<file path="config.mk">
export PLATFORM = sky130hd
export DESIGN_NAME = tdsc_top
export DESIGN_NICKNAME = d
export VERILOG_FILES = /design/src/pkg/tdsc_pkg.sv /design/src/rtl/tdsc_stop_ctrl.sv /design/src/rtl/tdsc_top.sv
export VERILOG_INCLUDE_DIRS = /design/src /design/src/pkg
export SDC_FILE = /design/constraint.sdc
export NUM_CORES = 1
export LEC_CHECK = 0
export ABC_AREA = 0
export BUFFER_PORTS_ARGS = -buffer_cell sky130_fd_sc_hd__buf_2
export CELL_PAD_IN_SITES_DETAIL_PLACEMENT = 1
export CELL_PAD_IN_SITES_GLOBAL_PLACEMENT = 2
export CORE_MARGIN = 3
export CORE_UTILIZATION = 38
export DETAILED_ROUTE_END_ITERATION = 6
export PLACE_DENSITY_LB_ADDON = 0.15
export SLEW_MARGIN = 20
export SYNTH_ARGS = -nofsm -noshare
export SYNTH_HDL_FRONTEND = slang
export SYNTH_HIERARCHICAL = 1
export SYNTH_SLANG_ARGS = --single-unit
</file>
<file path="constraint.sdc">
create_clock -name clock -period 7.6 [get_ports clock]
set_input_delay 0.76 -clock clock [delete_from_list [all_inputs] [get_ports clock]]
set_output_delay 0.76 -clock clock [all_outputs]
set_load 0.05 [all_outputs]
</file>
<file path="src/pkg/tdsc_map.svh">
// Register indices, field positions, masks and reset values of the stop configuration
`ifndef TDSC_MAP_SVH
`define TDSC_MAP_SVH

// Word indices on the configuration load port
`define TDSC_IDX_ITER_LIMIT 4'h2
`define TDSC_IDX_DECODE_OPTION 4'h3
`define TDSC_IDX_CRC_STOP 4'h4
`define TDSC_IDX_CRC_POLY 4'h5

// Writable bit masks; everything else is reserved
`define TDSC_MASK_ITER_LIMIT 32'h001f_0000
`define TDSC_MASK_DECODE_OPTION 32'h0000_51f3
`define TDSC_MASK_CRC_STOP 32'h0000_1f3f
`define TDSC_MASK_CRC_POLY 32'hffff_ffff
`define TDSC_RESET_VALUE 32'h0000_0000

// Field positions
`define TDSC_MAX_ITER_LSB 16
`define TDSC_OUT_ORDER_BIT 14
`define TDSC_INPUT_NEGATE_BIT 12
`define TDSC_MIN_ITER_LSB 4
`define TDSC_PROLOG_REDUCE_BIT 1
`define TDSC_LOG_MAP_BIT 0
`define TDSC_CRC_PASS_LSB 8
`define TDSC_CRC_LEN_LSB 0

// Counts
`define TDSC_ITER_ZERO_AS 6'h20
`define TDSC_WORD_BITS 32

`endif

</file>
<file path="src/pkg/tdsc_pkg.sv">
// Types shared by the stop configuration block
package tdsc_pkg;
  typedef logic [4:0] tdsc_iter_t;
  typedef logic [5:0] tdsc_count_t;
  typedef logic [31:0] tdsc_word_t;
  typedef enum logic {TDSC_PACK_LSB_FIRST, TDSC_PACK_MSB_FIRST} tdsc_pack_e;
  typedef enum logic [1:0] {TDSC_IDLE, TDSC_RUN, TDSC_DONE} tdsc_state_e;
endpackage

</file>
<file path="src/rtl/tdsc_stop_ctrl.sv">
// Iteration counter and early stop decision of the decoder
`timescale 1ns/100ps
`include "tdsc_map.svh"
module tdsc_stop_ctrl (
  input wire logic clock,
  input wire logic reset,
  input wire logic decode_start,
  input wire logic iter_end,
  input wire logic crc_pass,
  input wire tdsc_pkg::tdsc_iter_t min_iterations,
  input wire tdsc_pkg::tdsc_iter_t max_iterations,
  input wire tdsc_pkg::tdsc_iter_t crc_pass_count,
  input wire logic [5:0] crc_length,
  output tdsc_pkg::tdsc_count_t iter_count,
  output logic decode_stop,
  output logic decode_busy
);
  tdsc_pkg::tdsc_state_e state_reg;
  tdsc_pkg::tdsc_count_t pass_run_reg;
  tdsc_pkg::tdsc_count_t iter_next;
  tdsc_pkg::tdsc_count_t pass_run_next;
  tdsc_pkg::tdsc_count_t min_eff;
  tdsc_pkg::tdsc_count_t max_eff;
  tdsc_pkg::tdsc_count_t pass_eff;
  logic crc_enable;
  logic stop_now;

  // Zero means one for both floors
  function automatic tdsc_pkg::tdsc_count_t zero_as_one(input tdsc_pkg::tdsc_iter_t v);
    zero_as_one = (v == 5'h00) ? 6'h01 : {1'b0, v};
  endfunction

  // Effective limits and the stop decision for the iteration just ending
  always_comb begin
    min_eff = zero_as_one(min_iterations);
    max_eff = (max_iterations == 5'h00) ? `TDSC_ITER_ZERO_AS : {1'b0, max_iterations};
    pass_eff = zero_as_one(crc_pass_count);
    crc_enable = (crc_length != 6'h00);
    iter_next = iter_count + 6'h01;
    pass_run_next = (crc_enable && crc_pass) ? pass_run_reg + 6'h01 : 6'h00;
    // CRC stop is held off until the floor is met; the ceiling always wins
    stop_now = (iter_next >= max_eff) ||
               (crc_enable && iter_next >= min_eff && pass_run_next >= pass_eff);
  end

  // Sequencing of one decode
  always_ff @(posedge clock or posedge reset) begin
    if (reset) begin
      state_reg <= tdsc_pkg::TDSC_IDLE;
      iter_count <= 6'h00;
      pass_run_reg <= 6'h00;
      decode_stop <= 1'b0;
      decode_busy <= 1'b0;
    end else begin
      decode_stop <= 1'b0;
      case (state_reg)
        tdsc_pkg::TDSC_IDLE, tdsc_pkg::TDSC_DONE: begin
          if (decode_start) begin
            state_reg <= tdsc_pkg::TDSC_RUN;
            iter_count <= 6'h00;
            pass_run_reg <= 6'h00;
            decode_busy <= 1'b1;
          end
        end
        tdsc_pkg::TDSC_RUN: begin
          if (iter_end) begin
            iter_count <= iter_next;
            // Saturates at 31; the 32 ceiling stops first anyway
            pass_run_reg <= (pass_run_next > 6'h1f) ? 6'h1f : pass_run_next;
            if (stop_now) begin
              state_reg <= tdsc_pkg::TDSC_DONE;
              decode_stop <= 1'b1;
              decode_busy <= 1'b0;
            end
          end
        end
        default: begin
          state_reg <= tdsc_pkg::TDSC_IDLE;
          decode_busy <= 1'b0;
        end
      endcase
    end
  end
endmodule

</file>
<file path="src/rtl/tdsc_top.sv">
// Turbo decoder stop configuration registers with CRC check and output packing
// Notes on behaviour
// - Option bit 14 packs hard decisions from bit 0 upward when 0 and from bit 31 down when 1.
// - Option bit 12 set negates every incoming soft value except the most negative, which saturates to the largest positive; clear passes it unchanged.
// - At least the minimum iteration count in bits 8-4 runs before an early stop, 0 meaning 1.
// - Option bit 0 picks log-MAP when 1 and max-log-MAP when 0, bit 1 enables prolog reduction.
// - Reserved bits read as 0 and writes to them change nothing.
// - Decoding stops on CRC only after the pass count in bits 12-8 of consecutive passes, 0 meaning 1.
// - The CRC length in bits 5-0 ranges 0-32 and 0 disables CRC checking and CRC stopping.
// - The CRC generator word is stored in full; the checker takes bits 30-0 shifted up one place above an implied 1, cut to the CRC length.
// - The maximum count sits in bits 20-16 of the limit word, 0 meaning 32 iterations.
`timescale 1ns/100ps
`include "tdsc_map.svh"
module tdsc_top #(
  parameter int SOFT_WIDTH = 8
) (
  input wire logic clock,
  input wire logic reset,
  input wire logic cfg_write,
  input wire logic cfg_read,
  input wire logic [3:0] cfg_index,
  input wire logic [31:0] cfg_wdata,
  output logic [31:0] cfg_rdata,
  output logic cfg_rvalid,
  input wire logic soft_valid,
  input wire logic signed [SOFT_WIDTH-1:0] soft_in,
  output logic soft_out_valid,
  output logic signed [SOFT_WIDTH-1:0] soft_out,
  output logic log_map_select,
  output logic prolog_reduce_en,
  input wire logic decode_start,
  input wire logic hard_valid,
  input wire logic hard_bit,
  input wire logic hard_last,
  output logic [31:0] hard_word,
  output logic hard_word_valid,
  output logic crc_done,
  output logic crc_ok,
  output logic decode_stop,
  output logic decode_busy,
  output logic [5:0] iter_count
);
  tdsc_pkg::tdsc_word_t iter_limit_reg;
  tdsc_pkg::tdsc_word_t decode_option_reg;
  tdsc_pkg::tdsc_word_t crc_stop_reg;
  tdsc_pkg::tdsc_word_t crc_poly_reg;
  tdsc_pkg::tdsc_word_t crc_state_reg;
  tdsc_pkg::tdsc_word_t crc_state_next;
  tdsc_pkg::tdsc_word_t pack_reg;
  tdsc_pkg::tdsc_word_t pack_next;
  logic [4:0] pack_count_reg;
  logic [4:0] pack_pos;
  tdsc_pkg::tdsc_pack_e output_bit_order;
  logic input_negate;
  tdsc_pkg::tdsc_iter_t min_iterations;
  tdsc_pkg::tdsc_iter_t max_iterations;
  tdsc_pkg::tdsc_iter_t crc_pass_count;
  logic [5:0] crc_length;
  logic crc_pass_pulse;
  logic iter_end;

  // Mask of the low len bits, len 0..32
  function automatic tdsc_pkg::tdsc_word_t len_mask(input logic [5:0] len);
    len_mask = (len >= 6'h20) ? 32'hffff_ffff : ((32'h0000_0001 << len) - 32'h0000_0001);
  endfunction

  // One serial CRC step; taps are 1 + poly bits shifted up one place
  function automatic tdsc_pkg::tdsc_word_t crc_step(input tdsc_pkg::tdsc_word_t state,
                                                    input logic din,
                                                    input tdsc_pkg::tdsc_word_t poly,
                                                    input logic [5:0] len);
    tdsc_pkg::tdsc_word_t taps;
    logic fb;
    taps = {poly[30:0], 1'b1} & len_mask(len);
    fb = din ^ state[len[4:0] - 5'h01];
    crc_step = ({state[30:0], 1'b0} ^ (fb ? taps : 32'h0000_0000)) & len_mask(len);
  endfunction

  // Field views of the stored words
  assign output_bit_order = tdsc_pkg::tdsc_pack_e'(decode_option_reg[`TDSC_OUT_ORDER_BIT]);
  assign input_negate = decode_option_reg[`TDSC_INPUT_NEGATE_BIT];
  assign min_iterations = decode_option_reg[`TDSC_MIN_ITER_LSB +: 5];
  assign max_iterations = iter_limit_reg[`TDSC_MAX_ITER_LSB +: 5];
  assign crc_pass_count = crc_stop_reg[`TDSC_CRC_PASS_LSB +: 5];
  assign crc_length = crc_stop_reg[`TDSC_CRC_LEN_LSB +: 6];
  assign iter_end = hard_valid && hard_last;

  // Configuration words; reserved bits never stored so they read back 0
  always_ff @(posedge clock or posedge reset) begin
    if (reset) begin
      iter_limit_reg <= `TDSC_RESET_VALUE;
      decode_option_reg <= `TDSC_RESET_VALUE;
      crc_stop_reg <= `TDSC_RESET_VALUE;
      crc_poly_reg <= `TDSC_RESET_VALUE;
    end else if (cfg_write) begin
      case (cfg_index)
        `TDSC_IDX_ITER_LIMIT: iter_limit_reg <= cfg_wdata & `TDSC_MASK_ITER_LIMIT;
        `TDSC_IDX_DECODE_OPTION: begin
          decode_option_reg <= cfg_wdata & `TDSC_MASK_DECODE_OPTION;
        end
        `TDSC_IDX_CRC_STOP: crc_stop_reg <= cfg_wdata & `TDSC_MASK_CRC_STOP;
        `TDSC_IDX_CRC_POLY: crc_poly_reg <= cfg_wdata;
        default: begin
        end
      endcase
    end
  end

  // Read answers one cycle later; unmapped indices read 0
  always_ff @(posedge clock or posedge reset) begin
    if (reset) begin
      cfg_rdata <= 32'h0000_0000;
      cfg_rvalid <= 1'b0;
    end else begin
      cfg_rvalid <= cfg_read;
      case (cfg_index)
        `TDSC_IDX_ITER_LIMIT: cfg_rdata <= iter_limit_reg;
        `TDSC_IDX_DECODE_OPTION: cfg_rdata <= decode_option_reg;
        `TDSC_IDX_CRC_STOP: cfg_rdata <= crc_stop_reg;
        `TDSC_IDX_CRC_POLY: cfg_rdata <= crc_poly_reg;
        default: cfg_rdata <= 32'h0000_0000;
      endcase
    end
  end

  // Metric options copied to flops for the datapath
  always_ff @(posedge clock or posedge reset) begin
    if (reset) begin
      log_map_select <= 1'b0;
      prolog_reduce_en <= 1'b0;
    end else begin
      log_map_select <= decode_option_reg[`TDSC_LOG_MAP_BIT];
      prolog_reduce_en <= decode_option_reg[`TDSC_PROLOG_REDUCE_BIT];
    end
  end

  // Soft value sign stage; most negative value saturates rather than wrapping
  always_ff @(posedge clock or posedge reset) begin
    if (reset) begin
      soft_out <= '0;
      soft_out_valid <= 1'b0;
    end else begin
      soft_out_valid <= soft_valid;
      if (!input_negate) begin
        soft_out <= soft_in;
      end else if (soft_in == {1'b1, {(SOFT_WIDTH-1){1'b0}}}) begin
        soft_out <= {1'b0, {(SOFT_WIDTH-1){1'b1}}};
      end else begin
        soft_out <= -soft_in;
      end
    end
  end

  // Bit position inside the word for the chosen packing order
  always_comb begin
    if (output_bit_order == tdsc_pkg::TDSC_PACK_MSB_FIRST) begin
      pack_pos = 5'h1f - pack_count_reg;
    end else begin
      pack_pos = pack_count_reg;
    end
    pack_next = pack_reg;
    pack_next[pack_pos] = hard_bit;
  end

  // Word packer; a short last word leaves its unfilled bits at 0
  always_ff @(posedge clock or posedge reset) begin
    if (reset) begin
      pack_reg <= 32'h0000_0000;
      pack_count_reg <= 5'h00;
      hard_word <= 32'h0000_0000;
      hard_word_valid <= 1'b0;
    end else begin
      hard_word_valid <= 1'b0;
      if (hard_valid) begin
        if (hard_last || pack_count_reg == 5'h1f) begin
          hard_word <= pack_next;
          hard_word_valid <= 1'b1;
          pack_reg <= 32'h0000_0000;
          pack_count_reg <= 5'h00;
        end else begin
          pack_reg <= pack_next;
          pack_count_reg <= pack_count_reg + 5'h01;
        end
      end
    end
  end

  // CRC over each iteration's decisions, appended parity included
  always_comb begin
    crc_state_next = crc_step(crc_state_reg, hard_bit, crc_poly_reg, crc_length);
  end

  // A zero remainder at the last bit means the block passed
  always_ff @(posedge clock or posedge reset) begin
    if (reset) begin
      crc_state_reg <= 32'h0000_0000;
      crc_done <= 1'b0;
      crc_ok <= 1'b0;
    end else begin
      crc_done <= 1'b0;
      if (decode_start) begin
        crc_state_reg <= 32'h0000_0000;
      end else if (hard_valid && crc_length != 6'h00) begin
        crc_state_reg <= hard_last ? 32'h0000_0000 : crc_state_next;
        if (hard_last) begin
          crc_done <= 1'b1;
          crc_ok <= (crc_state_next == 32'h0000_0000);
        end
      end
    end
  end

  // Pass result seen by the stop logic in the same cycle as the last bit
  assign crc_pass_pulse = (crc_length != 6'h00) && (crc_state_next == 32'h0000_0000);

  tdsc_stop_ctrl u_stop (
    .clock(clock),
    .reset(reset),
    .decode_start(decode_start),
    .iter_end(iter_end),
    .crc_pass(crc_pass_pulse),
    .min_iterations(min_iterations),
    .max_iterations(max_iterations),
    .crc_pass_count(crc_pass_count),
    .crc_length(crc_length),
    .iter_count(iter_count),
    .decode_stop(decode_stop),
    .decode_busy(decode_busy)
  );
endmodule

</file>
==> run metrics <==
P&R area growth vs syn=17.0%; standby leakage power=0.00685 uW; area of the die=34500 um^2; Crit Reg-Reg Startpoint=crc_stop_reg[1]; num ports=140; most used cell, CP=sky130_fd_sc_hd__ha_1; cell types occupying the most area after synthesis=sky130_fd_sc_hd__dfrtp_1, sky130_fd_sc_hd__mux2_2, sky130_fd_sc_hd__o21ai_0; worst max-slew margin expressed relative to the limit=31.8%; highest routing layer actually used=met4; Clock Latency Late Sink=0.54 ns; first-pass GRT wire length=61.9 mm; post-detail-place hpwl=28.3 mm; post-synthesis cell type with the largest combined area=sky130_fd_sc_hd__dfrtp_1; final hold vios=0; largest net degree at the start of global routing=134; Mapped Area=12300 um^2; number of hold buffers added after cts=0; clock tree sinks=221; worst clock skew=0.0208 ns; number of enable flip-flop cells after synthesis=0; overall fraction of global-route tracks in use=22.7%; Worst Tran Pin Value=1.01 ns; crit-path cells=inv_1 -> ha_1 -> nor2b_1 -> a2111oi_0 -> a2111oi_1 -> a22o_1 -> o21ai_4 -> and3_1 -> mux2_2 -> nor4_2 -> nand4_1 -> nor3b_1 -> a21bo_2 -> or2_2 -> ha_1 -> nor2_1 -> a21o_1 -> a21oi_1 -> o311a_4 -> o21ai_2 -> a31o_1; antenna-violating nets left=0; critical path data required time=8.06 ns; routed vias/inst=5.73; initial antenna violation count=0; Hold Path Class=in2reg; Critical Path Start Type=register; Worst Hold Launch=cfg_read; final weighted congestion in routability-driven placement=0.891; count of endpoints failing setup in the final report=0; cells resized by post-CTS repair=0; vertical die dimension=186 um; Worst EP arrival=7.21 ns; status=finished clean; CTS Root Cell=sky130_fd_sc_hd__clkbuf_16; final net count=1448; routed len/inst=21.8 um; proportion of layout cells with a drive suffix above 1=23.0%; Vias=10244; final worst path period need=6.74 ns; highest clock rate=0.148 GHz; final worst setup slack=0.855 ns; RSZ-0062 raised after global routing=no; number of buffers created by CTS=26; Crit Path Category=reg2reg; Die X-Extent=186 um; CTS tree=yes; Power Dens Cells=309 nW/um^2; antenna diode instance count=0; met2 wire length=18.7 mm; number of global-route vias before repair=10583; total setup buffers inserted after CTS=0; DRC violations left=0; 1st-iter DRT viols=538; depth of the CTS H-tree=1; met3 wire len=1.48 mm; post-synthesis sequential element count=221; core outline area=31700 um^2; Starting Density=38.7%; number of max-cap violations=0; number of buffer cells added on primary ports=139; Worst Setup End Kind=register; share of the synthesized area in the top cell type=45.1%; portion of the clock cycle consumed by the worst path in the final layout=88.7%; Rows=65; worst hold-check slack=0.325 ns; commonest register cell after synthesis=sky130_fd_sc_hd__dfrtp_1; DRT Wirelength=39.1 mm; critical-path maximum fanout=26; GRT Residual Overflow=0; timing startpoint of the critical path=crc_stop_reg[1]; CTS max path bufs=3; setup tns final=0 ns; count of different cell masters after synthesis=87; iteration count of the initial detailed-routing pass=4; max-slew violation count=0; filler cell count in the final layout=3620; maximum single-stage delay on the critical path=0.87 ns; yosys synthesis warning count=6; clock-pin slew of the registers on the worst-case setup and hold paths=0.06 ns; synthesized instance count=1255; M1 wire length=18.1 mm; worst slack after detailed placement=0.926 ns; sequential share of the synthesized area=45.1%; area occupied by registers=5530 um^2; area of the multi-input gates=6320 um^2; post-synthesis async set-or-reset flop share=100%; syn_area_per_cell=9.77 um^2; worst-case vdd ir drop=0.168 mV; critical path's slowest cell=sky130_fd_sc_hd__ha_1; Net Count, Synth=1335
[worst paths after layout]
check / to / slack, ns / depth (start not counted)
worst max register to register: u_stop/decode_busy / 0.86 / 21
worst max-delay path: u_stop/decode_busy / 0.86 / 21
worst min-delay path: cfg_rvalid / 0.33 / 1
max in group asynchronous: crc_state_reg[1] / 5.57 / 3
worst min register to register: log_map_select / 0.41 / 0
min in group asynchronous: u_stop/decode_stop / 0.37 / 2
[area by class of cell]
cell class | count | share of cell area [%]
Clock buffer | 29 | 4.82
Clock inverter | 18 | 1.87
Inverter | 37 | 1.02
Multi-Input combinational cell | 918 | 44.1
Sequential cell | 221 | 38.5
Tap cell | 402 | 3.51
Timing Repair Buffer | 164 | 6.16
[metal layers]
layer | global-route usage [%] | vias to the layer above
met2 | 38.7 | 201
met4 | 5.03 | 0
met5 | 0 | -
met3 | 2.70 | 50
met1 | 31.2 | 5198
li1 | - | 4795
[cell families (layout without fill, tap and decap cells)]
group	Yosys count	after routing	synth area share [%]
xor gates and xnor gates	30	30	2.20
DFF	221	221	45.1
and+or+nand+nor	386	386	16.0
adders and majority gates	27	27	2.75
buffers and inverters	116	248	3.86
muxes	121	121	10.6
AOI/OAI and AO/OA	354	354	19.4
[where the power goes]
group	switching, uW	internal [uW]
Combinational	1030	556
Clock	523	863
Sequential	153	1310
[cells in the mapped netlist (19+ instances only)]
master / instances
sky130_fd_sc_hd__dfrtp_1: 221
sky130_fd_sc_hd__nand2_1: 140
sky130_fd_sc_hd__o21ai_0: 129
sky130_fd_sc_hd__mux2_2: 66
sky130_fd_sc_hd__clkbuf_1: 60
sky130_fd_sc_hd__nor2_1: 60
sky130_fd_sc_hd__a21oi_1: 58
sky130_fd_sc_hd__a22o_1: 56
sky130_fd_sc_hd__mux2i_1: 53
sky130_fd_sc_hd__inv_1: 34
sky130_fd_sc_hd__and3_1: 29
sky130_fd_sc_hd__ha_1: 27
sky130_fd_sc_hd__nand3_1: 23
sky130_fd_sc_hd__and2_1: 20
sky130_fd_sc_hd__nor3_1: 19
[worst max-delay path: cells and delay by family (launching register included)]
family	cells	cell delay (ns)
AO/OA/AOI/OAI	10	2.72
buffers and inverters	1	0.15
adder cells (fa/ha/maj)	2	1.17
multiplexers	1	0.36
flip-flops	1	0.54
AND/OR/NAND/NOR	7	1.73
[stage by stage]
step	cell area [um^2]	util, %	power, uW	cells
detailed placement	13400	42.2	3060	1742
global route	14300	45.2	4690	1789
CTS	14300	45.2	4470	1789
global placement	13400	42.2	3030	1742
finish	14300	45.2	4430	1789
floorplan	12300	-	2580	1255
[cell usage in the layout, fill, tap and decap left out, types with 8 or more instances in the layout]
cell type and n:
sky130_fd_sc_hd__or3_1 12, sky130_fd_sc_hd__nand2b_1 12, sky130_fd_sc_hd__xor2_1 16, sky130_fd_sc_hd__dfrtp_1 221, sky130_fd_sc_hd__clkbuf_16 26, sky130_fd_sc_hd__inv_1 33
sky130_fd_sc_hd__xnor2_1 13, sky130_fd_sc_hd__and2_1 20, sky130_fd_sc_hd__nand4_1 12, sky130_fd_sc_hd__nor2b_1 18, sky130_fd_sc_hd__o21ai_0 128, sky130_fd_sc_hd__mux2_2 66
sky130_fd_sc_hd__nand3_1 23, sky130_fd_sc_hd__o211ai_1 8, sky130_fd_sc_hd__nor2_1 60, sky130_fd_sc_hd__o22ai_1 12, sky130_fd_sc_hd__nor3_1 18, sky130_fd_sc_hd__a22oi_1 9
sky130_fd_sc_hd__buf_2 139, sky130_fd_sc_hd__a21oi_1 57, sky130_fd_sc_hd__a22o_1 56, sky130_fd_sc_hd__buf_4 25, sky130_fd_sc_hd__a211oi_1 8, sky130_fd_sc_hd__nand2_1 140
sky130_fd_sc_hd__ha_1 27, sky130_fd_sc_hd__and3_1 29, sky130_fd_sc_hd__mux2i_1 53
No activity file was read; power rests on OpenSTA's default activity.
